**src/hw/aotr_regs.vh**
```
// aotr_regs.vh: register offsets, field layouts and reset values of the trim bank
// assumes: included by the trim bank module by bare name
`ifndef AOTR_REGS_VH
`define AOTR_REGS_VH

// register indices, byte address is four times the index
`define AOTR_IDX_CORE2_SECOND_INPUT_OFFSET 12'h336
`define AOTR_IDX_CORE3_THIRD_INPUT_OFFSET  12'h338
`define AOTR_IDX_CORE3_FOURTH_INPUT_OFFSET 12'h33A
`define AOTR_IDX_CORE4_OFFSET_VALUE        12'h33C
`define AOTR_IDX_CORE5_OFFSET_VALUE        12'h33E
`define AOTR_IDX_CORE0_GAIN_VALUE          12'h360
`define AOTR_IDX_CORE1_GAIN_VALUE          12'h361
`define AOTR_IDX_CORE2_FIRST_INPUT_GAIN    12'h362
// control and status registers
`define AOTR_IDX_INPUT_SELECT              12'h370
`define AOTR_IDX_FUSE_CTRL                 12'h371
`define AOTR_IDX_STATUS                    12'h372

// field layout
`define AOTR_OFS_MSB   11
`define AOTR_OFS_W     12
`define AOTR_GAIN_MSB  4
`define AOTR_GAIN_W    5

// reset values
`define AOTR_OFS_RST   12'h000
`define AOTR_GAIN_RST  5'h00

// axi responses
`define AOTR_RESP_OKAY   2'h0
`define AOTR_RESP_SLVERR 2'h2

`endif

```
**src/hw/aotr_trim_regs.v**
```verilog
// aotr_trim_regs.v: offset and fine-gain trim register bank on an AXI4-Lite slave
// assumes: one clock, synchronous active-high reset, fuse values stable while loading
//
// Decided for this implementation: the AXI4-Lite register port.
`timescale 1ns/1ns
`include "aotr_regs.vh"

module aotr_trim_regs #(
    parameter OFS_W  = `AOTR_OFS_W,
    parameter GAIN_W = `AOTR_GAIN_W
) (
    // clock and reset
    input  wire                 core_clk_i,
    input  wire                 rst_i,
    // axi4-lite write address
    input  wire [13:0]          s_axi_awaddr_i,
    input  wire                 s_axi_awvalid_i,
    output wire                 s_axi_awready_o,
    // axi4-lite write data
    input  wire [31:0]          s_axi_wdata_i,
    input  wire [3:0]           s_axi_wstrb_i,
    input  wire                 s_axi_wvalid_i,
    output wire                 s_axi_wready_o,
    // axi4-lite write response
    output reg  [1:0]           s_axi_bresp_o,
    output reg                  s_axi_bvalid_o,
    input  wire                 s_axi_bready_i,
    // axi4-lite read
    input  wire [13:0]          s_axi_araddr_i,
    input  wire                 s_axi_arvalid_i,
    output wire                 s_axi_arready_o,
    output reg  [31:0]          s_axi_rdata_o,
    output reg  [1:0]           s_axi_rresp_o,
    output reg                  s_axi_rvalid_o,
    input  wire                 s_axi_rready_i,
    // fuse defaults
    input  wire [OFS_W-1:0]     fuse_core2_second_input_offset_i,
    input  wire [OFS_W-1:0]     fuse_core3_third_input_offset_i,
    input  wire [OFS_W-1:0]     fuse_core3_fourth_input_offset_i,
    input  wire [OFS_W-1:0]     fuse_core4_offset_value_i,
    input  wire [OFS_W-1:0]     fuse_core5_offset_value_i,
    input  wire [GAIN_W-1:0]    fuse_core0_gain_value_i,
    input  wire [GAIN_W-1:0]    fuse_core1_gain_value_i,
    input  wire [GAIN_W-1:0]    fuse_core2_first_input_gain_i,
    // applied trims toward the cores
    output reg  [OFS_W-1:0]     core2_offset_o,
    output reg  [OFS_W-1:0]     core3_offset_o,
    output reg  [OFS_W-1:0]     core4_offset_o,
    output reg  [OFS_W-1:0]     core5_offset_o,
    output reg  [GAIN_W-1:0]    core0_gain_o,
    output reg  [GAIN_W-1:0]    core1_gain_o,
    output reg  [GAIN_W-1:0]    core2_gain_o,
    output wire                 core2_offset_valid_o,
    // external core 2 second-input gain, kept outside this bank
    input  wire [GAIN_W-1:0]    core2_second_input_gain_i
);

    // register selectors
    localparam [3:0] SEL_O2B  = 4'h0;
    localparam [3:0] SEL_O3C  = 4'h1;
    localparam [3:0] SEL_O3D  = 4'h2;
    localparam [3:0] SEL_O4   = 4'h3;
    localparam [3:0] SEL_O5   = 4'h4;
    localparam [3:0] SEL_G0   = 4'h5;
    localparam [3:0] SEL_G1   = 4'h6;
    localparam [3:0] SEL_G2A  = 4'h7;
    localparam [3:0] SEL_INS  = 4'h8;
    localparam [3:0] SEL_FUSE = 4'h9;
    localparam [3:0] SEL_STAT = 4'hA;
    localparam [3:0] SEL_NONE = 4'hF;

    // byte address to register selector, shared by both paths
    function [3:0] aotr_decode;
        input [13:0] addr;
        begin
            if (addr[1:0] != 2'h0) begin
                aotr_decode = SEL_NONE;
            end else begin
                case (addr[13:2])
                    `AOTR_IDX_CORE2_SECOND_INPUT_OFFSET: aotr_decode = SEL_O2B;
                    `AOTR_IDX_CORE3_THIRD_INPUT_OFFSET:  aotr_decode = SEL_O3C;
                    `AOTR_IDX_CORE3_FOURTH_INPUT_OFFSET: aotr_decode = SEL_O3D;
                    `AOTR_IDX_CORE4_OFFSET_VALUE:        aotr_decode = SEL_O4;
                    `AOTR_IDX_CORE5_OFFSET_VALUE:        aotr_decode = SEL_O5;
                    `AOTR_IDX_CORE0_GAIN_VALUE:          aotr_decode = SEL_G0;
                    `AOTR_IDX_CORE1_GAIN_VALUE:          aotr_decode = SEL_G1;
                    `AOTR_IDX_CORE2_FIRST_INPUT_GAIN:    aotr_decode = SEL_G2A;
                    `AOTR_IDX_INPUT_SELECT:              aotr_decode = SEL_INS;
                    `AOTR_IDX_FUSE_CTRL:                 aotr_decode = SEL_FUSE;
                    `AOTR_IDX_STATUS:                    aotr_decode = SEL_STAT;
                    default:                             aotr_decode = SEL_NONE;
                endcase
            end
        end
    endfunction

    // stored trims
    reg [OFS_W-1:0]  core2_second_input_offset_reg;
    reg [OFS_W-1:0]  core3_third_input_offset_reg;
    reg [OFS_W-1:0]  core3_fourth_input_offset_reg;
    reg [OFS_W-1:0]  core4_offset_value_reg;
    reg [OFS_W-1:0]  core5_offset_value_reg;
    reg [GAIN_W-1:0] core0_gain_value_reg;
    reg [GAIN_W-1:0] core1_gain_value_reg;
    reg [GAIN_W-1:0] core2_first_input_gain_reg;
    // core 2 input select (0 first, 1 second), core 3 select (0 third, 1 fourth)
    reg              core2_input_reg;
    reg              core3_input_reg;
    reg              fuse_loaded_reg;
    reg              fuse_load_reg;

    // write channel holding
    reg              aw_held_reg;
    reg              w_held_reg;
    reg [13:0]       awaddr_reg;
    reg [31:0]       wdata_reg;
    reg [3:0]        wstrb_reg;

    wire             wr_fire;
    wire [3:0]       wr_sel;
    wire [31:0]      wr_data;
    wire [3:0]       wr_strb;
    wire             ofs_lo_en;
    wire             ofs_hi_en;

    // each channel accepted once per write, both before response
    assign s_axi_awready_o = !aw_held_reg && !s_axi_bvalid_o;
    assign s_axi_wready_o  = !w_held_reg && !s_axi_bvalid_o;

    // write happens when both address and data are in hand
    assign wr_fire = (aw_held_reg || (s_axi_awvalid_i && s_axi_awready_o)) &&
                     (w_held_reg || (s_axi_wvalid_i && s_axi_wready_o));
    assign wr_sel  = aotr_decode(aw_held_reg ? awaddr_reg : s_axi_awaddr_i);
    assign wr_data = w_held_reg ? wdata_reg : s_axi_wdata_i;
    assign wr_strb = w_held_reg ? wstrb_reg : s_axi_wstrb_i;
    assign ofs_lo_en = wr_fire && wr_strb[0];
    assign ofs_hi_en = wr_fire && wr_strb[1];

    // write channel capture and response
    always @(posedge core_clk_i) begin
        if (rst_i) begin
            aw_held_reg    <= 1'b0;
            w_held_reg     <= 1'b0;
            awaddr_reg     <= 14'h0000;
            wdata_reg      <= 32'h00000000;
            wstrb_reg      <= 4'h0;
            s_axi_bvalid_o <= 1'b0;
            s_axi_bresp_o  <= `AOTR_RESP_OKAY;
        end else if (wr_fire) begin
            aw_held_reg    <= 1'b0;
            w_held_reg     <= 1'b0;
            s_axi_bvalid_o <= 1'b1;
            s_axi_bresp_o  <= (wr_sel == SEL_NONE || wr_sel == SEL_STAT) ?
                              `AOTR_RESP_SLVERR : `AOTR_RESP_OKAY;
        end else begin
            if (s_axi_awvalid_i && s_axi_awready_o) begin
                aw_held_reg <= 1'b1;
                awaddr_reg  <= s_axi_awaddr_i;
            end
            if (s_axi_wvalid_i && s_axi_wready_o) begin
                w_held_reg <= 1'b1;
                wdata_reg  <= s_axi_wdata_i;
                wstrb_reg  <= s_axi_wstrb_i;
            end
            if (s_axi_bvalid_o && s_axi_bready_i) begin
                s_axi_bvalid_o <= 1'b0;
            end
        end
    end

    // trim storage: fuse load, then software writes; reserved bits never stored
    always @(posedge core_clk_i) begin
        if (rst_i) begin
            core2_second_input_offset_reg <= `AOTR_OFS_RST;
            core3_third_input_offset_reg  <= `AOTR_OFS_RST;
            core3_fourth_input_offset_reg <= `AOTR_OFS_RST;
            core4_offset_value_reg        <= `AOTR_OFS_RST;
            core5_offset_value_reg        <= `AOTR_OFS_RST;
            core0_gain_value_reg          <= `AOTR_GAIN_RST;
            core1_gain_value_reg          <= `AOTR_GAIN_RST;
            core2_first_input_gain_reg    <= `AOTR_GAIN_RST;
            core2_input_reg               <= 1'b0;
            core3_input_reg               <= 1'b0;
            fuse_load_reg                 <= 1'b1;
            fuse_loaded_reg               <= 1'b0;
        end else if (fuse_load_reg) begin
            core2_second_input_offset_reg <= fuse_core2_second_input_offset_i;
            core3_third_input_offset_reg  <= fuse_core3_third_input_offset_i;
            core3_fourth_input_offset_reg <= fuse_core3_fourth_input_offset_i;
            core4_offset_value_reg        <= fuse_core4_offset_value_i;
            core5_offset_value_reg        <= fuse_core5_offset_value_i;
            core0_gain_value_reg          <= fuse_core0_gain_value_i;
            core1_gain_value_reg          <= fuse_core1_gain_value_i;
            core2_first_input_gain_reg    <= fuse_core2_first_input_gain_i;
            fuse_load_reg                 <= 1'b0;
            fuse_loaded_reg               <= 1'b1;
        end else begin
            // byte lanes 0 and 1 carry the offset field, lane 0 the gain field
            case (wr_sel)
                SEL_O2B: begin
                    if (ofs_lo_en) core2_second_input_offset_reg[7:0]  <= wr_data[7:0];
                    if (ofs_hi_en) core2_second_input_offset_reg[11:8] <= wr_data[11:8];
                end
                SEL_O3C: begin
                    if (ofs_lo_en) core3_third_input_offset_reg[7:0]  <= wr_data[7:0];
                    if (ofs_hi_en) core3_third_input_offset_reg[11:8] <= wr_data[11:8];
                end
                SEL_O3D: begin
                    if (ofs_lo_en) core3_fourth_input_offset_reg[7:0]  <= wr_data[7:0];
                    if (ofs_hi_en) core3_fourth_input_offset_reg[11:8] <= wr_data[11:8];
                end
                SEL_O4: begin
                    if (ofs_lo_en) core4_offset_value_reg[7:0]  <= wr_data[7:0];
                    if (ofs_hi_en) core4_offset_value_reg[11:8] <= wr_data[11:8];
                end
                SEL_O5: begin
                    if (ofs_lo_en) core5_offset_value_reg[7:0]  <= wr_data[7:0];
                    if (ofs_hi_en) core5_offset_value_reg[11:8] <= wr_data[11:8];
                end
                SEL_G0: begin
                    if (ofs_lo_en) core0_gain_value_reg <= wr_data[`AOTR_GAIN_MSB:0];
                end
                SEL_G1: begin
                    if (ofs_lo_en) core1_gain_value_reg <= wr_data[`AOTR_GAIN_MSB:0];
                end
                SEL_G2A: begin
                    if (ofs_lo_en) core2_first_input_gain_reg <= wr_data[`AOTR_GAIN_MSB:0];
                end
                SEL_INS: begin
                    if (ofs_lo_en) begin
                        core2_input_reg <= wr_data[0];
                        core3_input_reg <= wr_data[1];
                    end
                end
                SEL_FUSE: begin
                    if (ofs_lo_en && wr_data[0]) fuse_load_reg <= 1'b1; // reload request
                end
                default: begin
                end
            endcase
        end
    end

    // core 2 offset only valid while its second input is sampled
    assign core2_offset_valid_o = core2_input_reg;

    // applied trims, unsigned fields passed straight through
    always @(posedge core_clk_i) begin
        if (rst_i) begin
            core2_offset_o <= `AOTR_OFS_RST;
            core3_offset_o <= `AOTR_OFS_RST;
            core4_offset_o <= `AOTR_OFS_RST;
            core5_offset_o <= `AOTR_OFS_RST;
            core0_gain_o   <= `AOTR_GAIN_RST;
            core1_gain_o   <= `AOTR_GAIN_RST;
            core2_gain_o   <= `AOTR_GAIN_RST;
        end else begin
            core2_offset_o <= core2_input_reg ? core2_second_input_offset_reg
                                              : `AOTR_OFS_RST;
            core3_offset_o <= core3_input_reg ? core3_fourth_input_offset_reg
                                              : core3_third_input_offset_reg;
            core4_offset_o <= core4_offset_value_reg;
            core5_offset_o <= core5_offset_value_reg;
            core0_gain_o   <= core0_gain_value_reg;
            core1_gain_o   <= core1_gain_value_reg;
            core2_gain_o   <= core2_input_reg ? core2_second_input_gain_i
                                              : core2_first_input_gain_reg;
        end
    end

    // read data mux, reserved bits read zero
    reg  [31:0] rd_mux;
    wire [3:0]  rd_sel;
    assign rd_sel = aotr_decode(s_axi_araddr_i);

    always @* begin
        rd_mux = 32'h00000000;
        case (rd_sel)
            SEL_O2B:  rd_mux = {20'h00000, core2_second_input_offset_reg};
            SEL_O3C:  rd_mux = {20'h00000, core3_third_input_offset_reg};
            SEL_O3D:  rd_mux = {20'h00000, core3_fourth_input_offset_reg};
            SEL_O4:   rd_mux = {20'h00000, core4_offset_value_reg};
            SEL_O5:   rd_mux = {20'h00000, core5_offset_value_reg};
            SEL_G0:   rd_mux = {27'h0, core0_gain_value_reg};
            SEL_G1:   rd_mux = {27'h0, core1_gain_value_reg};
            SEL_G2A:  rd_mux = {27'h0, core2_first_input_gain_reg};
            SEL_INS:  rd_mux = {30'h0, core3_input_reg, core2_input_reg};
            SEL_FUSE: rd_mux = {31'h0, fuse_load_reg};
            SEL_STAT: rd_mux = {31'h0, fuse_loaded_reg};
            default:  rd_mux = 32'h00000000;
        endcase
    end

    // read channel: one outstanding read
    assign s_axi_arready_o = !s_axi_rvalid_o;

    always @(posedge core_clk_i) begin
        if (rst_i) begin
            s_axi_rvalid_o <= 1'b0;
            s_axi_rdata_o  <= 32'h00000000;
            s_axi_rresp_o  <= `AOTR_RESP_OKAY;
        end else if (s_axi_arvalid_i && s_axi_arready_o) begin
            s_axi_rvalid_o <= 1'b1;
            s_axi_rdata_o  <= rd_mux;
            s_axi_rresp_o  <= (rd_sel == SEL_NONE) ? `AOTR_RESP_SLVERR : `AOTR_RESP_OKAY;
        end else if (s_axi_rvalid_o && s_axi_rready_i) begin
            s_axi_rvalid_o <= 1'b0;
        end
    end

endmodule // aotr_trim_regs

```
**config.mk**
```make
export PLATFORM = sky130hd
export DESIGN_NAME = aotr_trim_regs
export DESIGN_NICKNAME = d
export VERILOG_FILES = /design/src/hw/aotr_trim_regs.v
export VERILOG_INCLUDE_DIRS = /design/src /design/src/hw
export SDC_FILE = /design/constraint.sdc
export NUM_CORES = 1
export LEC_CHECK = 0
export BUFFER_PORTS_ARGS = -buffer_cell sky130_fd_sc_hd__buf_2
export CORE_AREA = 2 2 128 155
export DETAILED_ROUTE_END_ITERATION = 8
export DIE_AREA = 0 0 130 157
export PLACE_DENSITY = 0.75
export SLEW_MARGIN = 20
export SYNTH_ARGS = -nofsm -noshare
export SYNTH_HDL_FRONTEND = slang
export SYNTH_SLANG_ARGS = --single-unit
```
**constraint.sdc**
```tcl
create_clock -name core_clk_i -period 2.55 [get_ports core_clk_i]
set_input_delay 0.255 -clock core_clk_i [delete_from_list [all_inputs] [get_ports core_clk_i]]
set_output_delay 0.255 -clock core_clk_i [all_outputs]
set_load 0.01 [all_outputs]
```
==> flow_metrics.py, run 1 <==
metrics = {
    "route": {
        "route.vias.total": 7947,
        "drc": 0,
        "wl_per_cell_um": 17.6,
        "drtPass1Iterations": 5,
        "wirelength_um": 25900,
        "antenna_left": 0,
        "drtIter0Drc": 488,
        "via_per_inst": 5.40,
    },
    "yosys": {
        "ys_warn_count": 0,
        "synth_edf_count": 0,
        "synth_top_area_share_pct": 43.1,
        "synthArstFlopShare_pct": 0,
        "ys_types": 74,
        "ys_seq_area_share_pct": 43.1,
        "syn_inst": 942,
        "avgSynthCellArea_sq_um": 9.27,
        "ys_top_cells_by_area": "dfxtp_1 43%, mux2i_1 12%, nor2_1 5.0%, a21oi_1 4.0%, nor2b_1 2.9%",
        "ys_ff_latch": 188,
        "ys.flop_type": "dfxtp_1",
        "synth_area_sq_um": 8730,
        "yosys.area.top_type": "dfxtp_1",
    },
    "worst_setup_path": {
        "r2r_end": "core2_second_input_offset_reg[11]",
        "crit_arrival_ns": 2.84,
        "slowest_delay_ns": 0.37,
        "cp_top_family": "simple AND/OR/NAND/NOR gates",
        "r2r_slack_ns": 0.04,
        "r2r-start": "aw_held_reg",
        "path_cells": "buf_6 -> or3_4 -> o22ai_4 -> nand2_2 -> buf_6 -> buf_4 -> and4b_2 -> a31oi_4 -> buf_6 -> buf_6 -> a31o_2",
        "cpMaxStageDelayCell": "dfxtp_4",
        "path_buf_inv": 5,
        "crit_type": "flip-flop to flip-flop",
        "cp_common_cell": "buf_6",
        "startpoint_type": "flip-flop",
        "reg2reg_depth": 11,
        "critPathCaptureType": "flip-flop",
        "path_max_fanout": 7,
        "required_ns": 2.88,
        "worst-path-stages": 11,
    },
    "die": {
        "die-area_sq_um": 20400,
        "num_rows": 55,
        "fp.dieW_um": 130,
        "io-pin-count": 256,
        "initial_core_util_pct": 46.5,
        "core_sq_um": 18800,
        "die_h_um": 157,
    },
    "global_routing": {
        "grt_max_degree": 77,
        "grt_pass1_wl_um": 39100,
        "antenna_found_initial": 3,
        "grt_use_total_pct": 24.7,
        "overflow": 0,
        "grt_pass1_vias": 7641,
    },
    "clock_tree": {
        "clock_sinks": 188,
        "clockRootBuffer": "clkbuf_16",
        "clock_latency_ns": 0.44,
        "path_clk_slew_ns": 0.07,
        "cts_max_level": 4,
        "cts_tree": "done",
        "cts_max_path_buffers": 2,
        "cts_made_buffers": 17,
    },
    "placed_design": {
        "place.gp.congestion": 0.851,
        "io_buffers": 211,
        "place_hpwl_um": 18500,
    },
    "min_path": {
        "hold_start": "core2_second_input_gain_i[3]",
        "min_to": "core2_gain_o[3]",
        "min_delay_path_depth": 3,
        "hold_path_class": "input port to flip-flop",
    },
    "power": {
        "p_leak_nw": 5.19,
        "irDropWorstVdd_mv": 0.452,
        "p_total_w": 0.00701,
        "powerDensity_nw_per_um2": 618,
    },
    "run_status": {
        "status": "finished clean",
    },
    "timing": {
        "tightest_slew_ns": 1.01,
        "period_minus_slack_ns": 2.51,
        "setup_viol": 0,
        "finalClockSkew_ns": 0.0117,
        "tns_ns": 0,
        "maxSlewViolCount": 0,
        "holdWs_ns": 0.0631,
        "fmax_ghz": 0.399,
        "period_share_pct": 98.4,
        "slew_headroom_pct": 32.4,
        "hold_viol": 0,
        "rsz0062_at_grt": "yes",
    },
    "layout": {
        "nets": 1353,
        "largest_register_ffs": 14,
        "final_layout_size_suffix_gt1_share_pct": 34.1,
        "area_growth_pct": 30.0,
    },
    "flow_run": {
        "maxCapViolations": 0,
    },
}
metal layers:
metal | global-route usage (%) | share of wire, %
met5 | 0 | 0.11
met4 | 9.47 | 2.7
met3 | 4.89 | 5.7
met2 | 42.1 | 49
met1 | 30.5 | 42
cell usage after synthesis (all sizes together) (3+ instances only):
master and instances:
o311ai 3, nor3 27, a31oi 8, a31o 13, a22oi 13, o32ai 3, nand4 5, inv 12
nand2 62, a211oi 21, and3 10, a32oi 6, a21o 9, nor2b 40, nor2 119, nand3 24
o31ai 7, o21ai 19, mux2 16, clkbuf 39, o22ai 4, o2bb2ai 3, buf 40, nand2b 8
a2111oi 3, or3b 4, dfxtp 188, nand3b 6, a21oi 72, and2 13, mux2i 108
area by class of cell:
| cell class | count | area (sq um) |
|---|---|---|
| sequential | 188 | 3770 |
| clock inverter | 13 | 151 |
| clock buffer | 18 | 439 |
| tap | 256 | 320 |
| fill | 1590 | 7440 |
| timing repair buffer | 299 | 1870 |
| multi-input combinational | 684 | 4750 |
| inverter | 12 | 45.0 |
| antenna | 1 | 2.50 |
worst min-delay path, delay by kind of cell:
family / cells / cell delay, ns
AND/OR/NAND/NOR: 1 / 0.07
multiplexers: 1 / 0.05
buffers and inverters: 1 / 0.08
timing repair:
item | CTS | global route
setup buffers | 10 | 6
pin swaps | 0 | 9
hold buffers | 1 | 0
resized for setup | 11 | 36
endpoints found under the hold margin | 1 | 0
setup endpoints to repair | 49 | 66
cloned | 1 | 0
stage by stage:
stage                     setup slack, ns  std cells  cell area, sq um  util [%]
after floorplan                     0.148        963              8810         -
after global placement            -0.0141       1422             10400      55.3
after detailed placement          -0.0989       1422             10400      55.3
after CTS                        0.000501       1465             11100      59.3
after global routing              -0.0503       1470             11300      60.4
final                              0.0414       1471             11300      60.4
power by group:
part	switching (W)	internal [W]
combinational	0.000637	0.000526
sequential	0.000108	0.00308
clock	0.00124	0.00141
total	0.00199	0.00502
worst max-delay path by stage:
stage	slack [ns]	endpoint	from
after global placement	-0.01	core2_second_input_offset_reg[0]	aw_held_reg
after floorplan	0.15	core3_fourth_input_offset_reg[4]	aw_held_reg
after CTS	0.0005	core3_third_input_offset_reg[0]	aw_held_reg
final	0.04	core2_second_input_offset_reg[11]	aw_held_reg
after detailed placement	-0.1	core3_fourth_input_offset_reg[0]	aw_held_reg
after global routing	-0.05	core3_third_input_offset_reg[1]	aw_held_reg
cell families (layout without fill, tap and decap cells):
group	Yosys count	in the layout	synth area share [%]
AOI/OAI and AO/OA	203	203	17.9
xor gates and xnor gates	2	2	0.201
buffers and inverters	91	342	5.50
DFF	188	188	43.1
muxes	124	124	14.4
other	1	23	0.0430
and+or+nand+nor	333	333	18.8
placed cells by master (no fill, tap or decap), types with 21 or more instances in the layout:
cell,instances
nor2_1,117
nand3_1,21
buf_2,210
nand2_1,60
dfxtp_1,186
conb_1,22
buf_4,68
a21oi_1,70
mux2i_1,107
nor2b_1,40
nor3_1,23
Power figures use the tool's default switching activity.
==> run 2, diff against run 1 <==
CORE_AREA = 2 2 122 147   (was 2 2 128 155)
DIE_AREA = 0 0 124 149   (was 0 0 130 157)
PLACE_DENSITY = 0.79   (was 0.75)
clock period = 2.5 ns   (was 2.55 ns; I/O delays follow)
==> flow_metrics.py, run 2 (synthesized netlist as in run 1, its figures left out) <==
metrics = {
    "layout": {
        "nets": 1359,
        "largest_register_ffs": 14,
        "fin_cells": 1442,
        "fin_area_sq_um": 11200,
        "layout_common_cells": "210 x buf_2, 186 x dfxtp_1, 117 x nor2_1",
        "layout_commonest_cell": "buf_2",
        "n_fill_cell": 1397,
        "final_layout_size_suffix_gt1_share_pct": 34.4,
        "area_growth_pct": 28.4,
    },
    "worst_setup_path": {
        "r2r-start": "aw_held_reg",
        "path_buf_inv": 6,
        "startpoint_type": "flip-flop",
        "cp_common_cell": "buf_4",
        "path_max_fanout": 12,
        "slowest_delay_ns": 0.38,
        "reg2reg_depth": 13,
        "critPathCaptureType": "flip-flop",
        "crit_type": "flip-flop to flip-flop",
        "cpMaxStageDelayCell": "dfxtp_4",
        "r2r_end": "core2_second_input_offset_reg[0]",
        "cp_top_family": "buffers and inverters",
        "required_ns": 2.81,
        "path_cells": "buf_6 -> buf_4 -> nand3b_1 -> nand2_2 -> buf_4 -> o22ai_2 -> buf_4 -> o221ai_2 -> buf_4 -> o31ai_4 -> buf_12 -> mux2i_1 -> nor2_1",
        "crit_arrival_ns": 2.87,
        "r2r_slack_ns": -0.06,
    },
    "timing": {
        "slew_headroom_pct": 25.1,
        "tightest_slew_ns": 1.12,
        "period_minus_slack_ns": 2.56,
        "maxSlewViolCount": 0,
        "hold_viol": 0,
        "fmax_ghz": 0.391,
        "period_share_pct": 102,
        "finalClockSkew_ns": 0.00708,
        "rsz0062_at_grt": "yes",
        "holdWs_ns": 0.0473,
        "setup_slack_ns": -0.0559,
        "setup_viol": 37,
    },
    "route": {
        "drc": 0,
        "drtIter0Drc": 624,
        "wl_per_cell_um": 17.8,
        "drtPass1Iterations": 6,
        "route.vias.total": 8079,
        "antenna_left": 0,
        "via_per_inst": 5.60,
        "wirelength_um": 25700,
    },
    "placed_design": {
        "place_hpwl_um": 18300,
        "place.gp.congestion": 0.885,
        "io_buffers": 211,
        "placed_cell_area_sq_um": 10400,
        "dp.cells": 1395,
    },
    "power": {
        "irDropWorstVdd_mv": 0.467,
        "p_total_w": 0.00707,
        "p_leak_nw": 5.20,
        "powerDensity_nw_per_um2": 631,
    },
    "flow_run": {
        "maxCapViolations": 0,
    },
    "die": {
        "io-pin-count": 256,
        "core_sq_um": 17200,
        "initial_core_util_pct": 50.6,
        "die_h_um": 149,
        "fp.dieW_um": 124,
        "die-area_sq_um": 18500,
        "num_rows": 53,
    },
    "global_routing": {
        "grt_use_total_pct": 27.0,
        "grt_pass1_wl_um": 38400,
        "overflow": 0,
        "grt_pass1_vias": 7588,
        "grt_max_degree": 73,
        "antenna_found_initial": 1,
    },
    "clock_tree": {
        "cts_made_buffers": 17,
        "cts_max_path_buffers": 2,
        "path_clk_slew_ns": 0.07,
        "cts_tree": "done",
        "cts_max_level": 4,
        "clock_latency_ns": 0.44,
        "clockRootBuffer": "clkbuf_16",
        "clock_sinks": 188,
    },
    "min_path": {
        "min_delay_path_depth": 3,
        "min_to": "core2_gain_o[3]",
        "hold_start": "core2_second_input_gain_i[3]",
        "hold_path_class": "input port to flip-flop",
    },
    "run_status": {
        "status": "finished with violations",
        "violations": "setup timing",
    },
}
run 2: cell types whose count changed in the layout (fill, tap and decap cells not counted), sizes merged:
cell	delta
buf	+6
bufinv	-1
clkinv	-2
inv	+3
clkinvlp	+1
run 2: layout make-up:
class	instances	area (sq um)	area share [%]
clock inverter	14	125	1.12
timing repair buffer	305	1870	16.7
sequential	188	3770	33.6
clock buffer	18	439	3.92
antenna	1	2.50	0.0223
inverter	12	45.0	0.402
multi-input combinational	684	4680	41.7
tap	220	275	2.46
run 2: worst max-delay path by stage:
stage               cells past startpoint  slack (ns)                          endpoint         from
CTS                                    11      -0.006  core3_fourth_input_offset_reg[5]  aw_held_reg
global route                           13       -0.24   core3_third_input_offset_reg[0]  aw_held_reg
global placement                       10       -0.09   core3_third_input_offset_reg[1]  aw_held_reg
detailed placement                     10       -0.12  core3_fourth_input_offset_reg[1]  aw_held_reg
floorplan                              10         0.1  core3_fourth_input_offset_reg[4]  aw_held_reg
finish                                 13       -0.06  core2_second_input_offset_reg[0]  aw_held_reg
run 2: metrics by stage:
stage	setup TNS (ns)	setup WS, ns	util, %
after floorplan	0	0.0982	-
after global placement	-2.57	-0.0929	60.3
after detailed placement	-5.18	-0.123	60.3
after CTS	-0.00961	-0.00551	64.4
after global routing	-8.46	-0.244	65.0
final	-0.877	-0.0559	65.0
run 2: what timing repair did:
action	4_1_cts	5_1_grt
setup endpoints to repair	67	72
setup buffers	7	6
hold endpoints to repair	1	0
pin swaps	6	3
cloned	1	0
hold buffers	1	0
gates resized for setup	16	15
run 2: power by group:
group	switching (W)	total, W	leakage, nW	internal [W]
combinational	0.000655	0.00120	3.39	0.000541
clock	0.00128	0.00263	0.277	0.00134
sequential	0.000103	0.00325	1.54	0.00315
run 2: tightest hold or removal path, cell delays in order:
cell,delay [ns]
buf_2,0.08
mux2i_1,0.05
nor2_1,0.07
run 2: per-layer routing:
layer / up-vias / part of all wire (%) / global-route usage (%)
li1: 3864 / - / -
met1: 3782 / 40 / 32.8
met5: - / 0 / 0
met3: 71 / 7.2 / 5.31
met2: 362 / 50 / 45.8
met4: 0 / 3.6 / 12.5
==> run 3, diff against run 2 <==
CORE_AREA = 2 2 120 145   (was 2 2 122 147)
CTS_BUF_LIST = sky130_fd_sc_hd__clkbuf_8   (was not set)
DIE_AREA = 0 0 122 147   (was 0 0 124 149)
PLACE_DENSITY = 0.81   (was 0.79)
==> flow_metrics.py, run 3 (synthesized netlist as in run 1, its figures left out) <==
metrics = {
    "run_status": {
        "status": "finished clean",
    },
    "clock_tree": {
        "cts_tree": "done",
        "cts_made_buffers": 17,
        "cts_max_level": 4,
        "clockRootBuffer": "clkbuf_8",
        "clock_latency_ns": 0.49,
        "clock_sinks": 188,
        "path_clk_slew_ns": 0.11,
        "cts_max_path_buffers": 2,
    },
    "timing": {
        "rsz0062_at_grt": "yes",
        "period_minus_slack_ns": 2.49,
        "setup_viol": 0,
        "setup_slack_ns": 0.00674,
        "maxSlewViolCount": 0,
        "period_share_pct": 99.7,
        "slew_headroom_pct": 30.9,
        "fmax_ghz": 0.401,
        "hold_viol": 0,
        "tightest_slew_ns": 1.03,
        "finalClockSkew_ns": 0.0207,
    },
    "power": {
        "powerDensity_nw_per_um2": 588,
        "irDropWorstVdd_mv": 0.415,
        "p_leak_nw": 5.12,
    },
    "worst_setup_path": {
        "cpMaxStageDelayCell": "dfxtp_4",
        "crit_type": "flip-flop to flip-flop",
        "critPathCaptureType": "flip-flop",
        "slowest_delay_ns": 0.38,
        "r2r_slack_ns": 0.007,
        "cp_common_cell": "buf_4",
        "path_cells": "buf_4 -> buf_4 -> nand3b_1 -> nand2_2 -> buf_4 -> o22ai_4 -> buf_6 -> o221ai_2 -> buf_12 -> o31ai_4 -> buf_12 -> mux2i_1 -> nor2_1",
        "crit_arrival_ns": 2.84,
        "path_max_fanout": 7,
        "startpoint_type": "flip-flop",
        "required_ns": 2.85,
    },
    "route": {
        "drtPass1Iterations": 6,
        "wl_per_cell_um": 17.9,
        "route.vias.total": 8123,
        "via_per_inst": 5.66,
        "drc": 0,
        "wirelength_um": 25700,
        "drtIter0Drc": 525,
        "antenna_left": 0,
    },
    "layout": {
        "layout_common_cells": "210 x buf_2, 186 x dfxtp_1, 117 x nor2_1",
        "diodes": 0,
        "final_layout_size_suffix_gt1_share_pct": 33.8,
        "final_util_pct": 67.2,
        "area_growth_pct": 27.7,
        "nets": 1357,
        "largest_register_ffs": 14,
        "layout_commonest_cell": "buf_2",
    },
    "placed_design": {
        "place_hpwl_um": 18100,
        "place.gp.congestion": 0.903,
        "io_buffers": 211,
        "pre_cts_ws_ns": -0.170,
    },
    "die": {
        "core_sq_um": 16600,
        "io-pin-count": 256,
        "initial_core_util_pct": 52.6,
        "num_rows": 52,
        "fp.dieW_um": 122,
        "die-area_sq_um": 17900,
        "die_h_um": 147,
    },
    "global_routing": {
        "grt_use_total_pct": 27.6,
        "grt_pass1_vias": 7669,
        "grt_pass1_wl_um": 38600,
        "grt_max_degree": 62,
        "antenna_found_initial": 1,
        "overflow": 0,
    },
    "min_path": {
        "hold_path_class": "input port to flip-flop",
    },
    "flow_run": {
        "maxCapViolations": 0,
    },
}
[run 3: cell types whose count changed in the layout (fill, tap and decap cells not counted), moves of 2 or more]
cell           change
clkbuf_8          +18
a31oi_2            -3
clkbuf_16         -16
buf_4             -13
o221a_4            +2
dlygate4sd3_1      +5
buf_6              +4
o221a_2            -2
inv_8              -2
a31oi_4            +3
inv_6              +2
[run 3: final cells by class]
| class | count | area [sq um] |
|---|---|---|
| Clock buffer | 19 | 262 |
| Clock inverter | 13 | 145 |
| Fill cell | 1299 | 5440 |
| Inverter | 12 | 45.0 |
| Multi-Input combinational cell | 684 | 4750 |
| Sequential cell | 188 | 3770 |
| Tap cell | 216 | 270 |
| Timing Repair Buffer | 303 | 1900 |
[run 3: critical path: cells and delay by family, from the launching register on]
kind / cells / cell delay [ns]
compound gates: 3 / 0.58
mux: 1 / 0.20
buf+inv: 6 / 0.89
simple gates: 3 / 0.33
flops: 1 / 0.38
[run 3: per-layer routing]
layer  wire length [um]  part of all wire, %  track usage, %
met4               1030                  4.0            12.6
met1              10200                   40            32.4
met2              12800                   50            47.5
met3               1650                  6.4            6.13
met5                  0                    0               0
[run 3: final timing paths]
check                          start                                to  cells after the start
max                      aw_held_reg  core2_second_input_offset_reg[0]                     13
min                 s_axi_wdata_i[5]                      wdata_reg[5]                      3
max reg2reg              aw_held_reg  core2_second_input_offset_reg[0]                     13
min reg2reg  core1_gain_value_reg[2]           core1_gain_value_reg[2]                      2
[run 3: metrics by stage]
| step | cell area [sq um] | TNS [ns] | power [W] | hold WS (ns) | cells |
|---|---|---|---|---|---|
| floorplan | 8810 | 0 | 0.00399 | 0.349 | 963 |
| global placement | 10300 | -1.55 | 0.00437 | 0.441 | 1378 |
| detailed placement | 10300 | -4.26 | 0.00440 | 0.440 | 1378 |
| CTS | 10900 | -0.0253 | 0.00648 | 0.000255 | 1425 |
| global route | 11100 | -1.29 | 0.00680 | -0.00333 | 1435 |
| finish | 11100 | 0 | 0.00656 | 0.0113 | 1435 |
[run 3: where the power goes]
group | internal, W | switching (W) | total [W]
clock | 0.000886 | 0.00120 | 0.00209
combinational | 0.000552 | 0.000660 | 0.00121
sequential | 0.00315 | 0.000110 | 0.00326
total | 0.00458 | 0.00197 | 0.00656
[run 3: what timing repair did]
action,CTS,global route
cloned,1,1
pin swaps,11,13
resized for setup,18,29
hold buffers,4,2
endpoints found under the setup margin,69,74
endpoints found under the hold margin,4,2
setup buffers,10,9
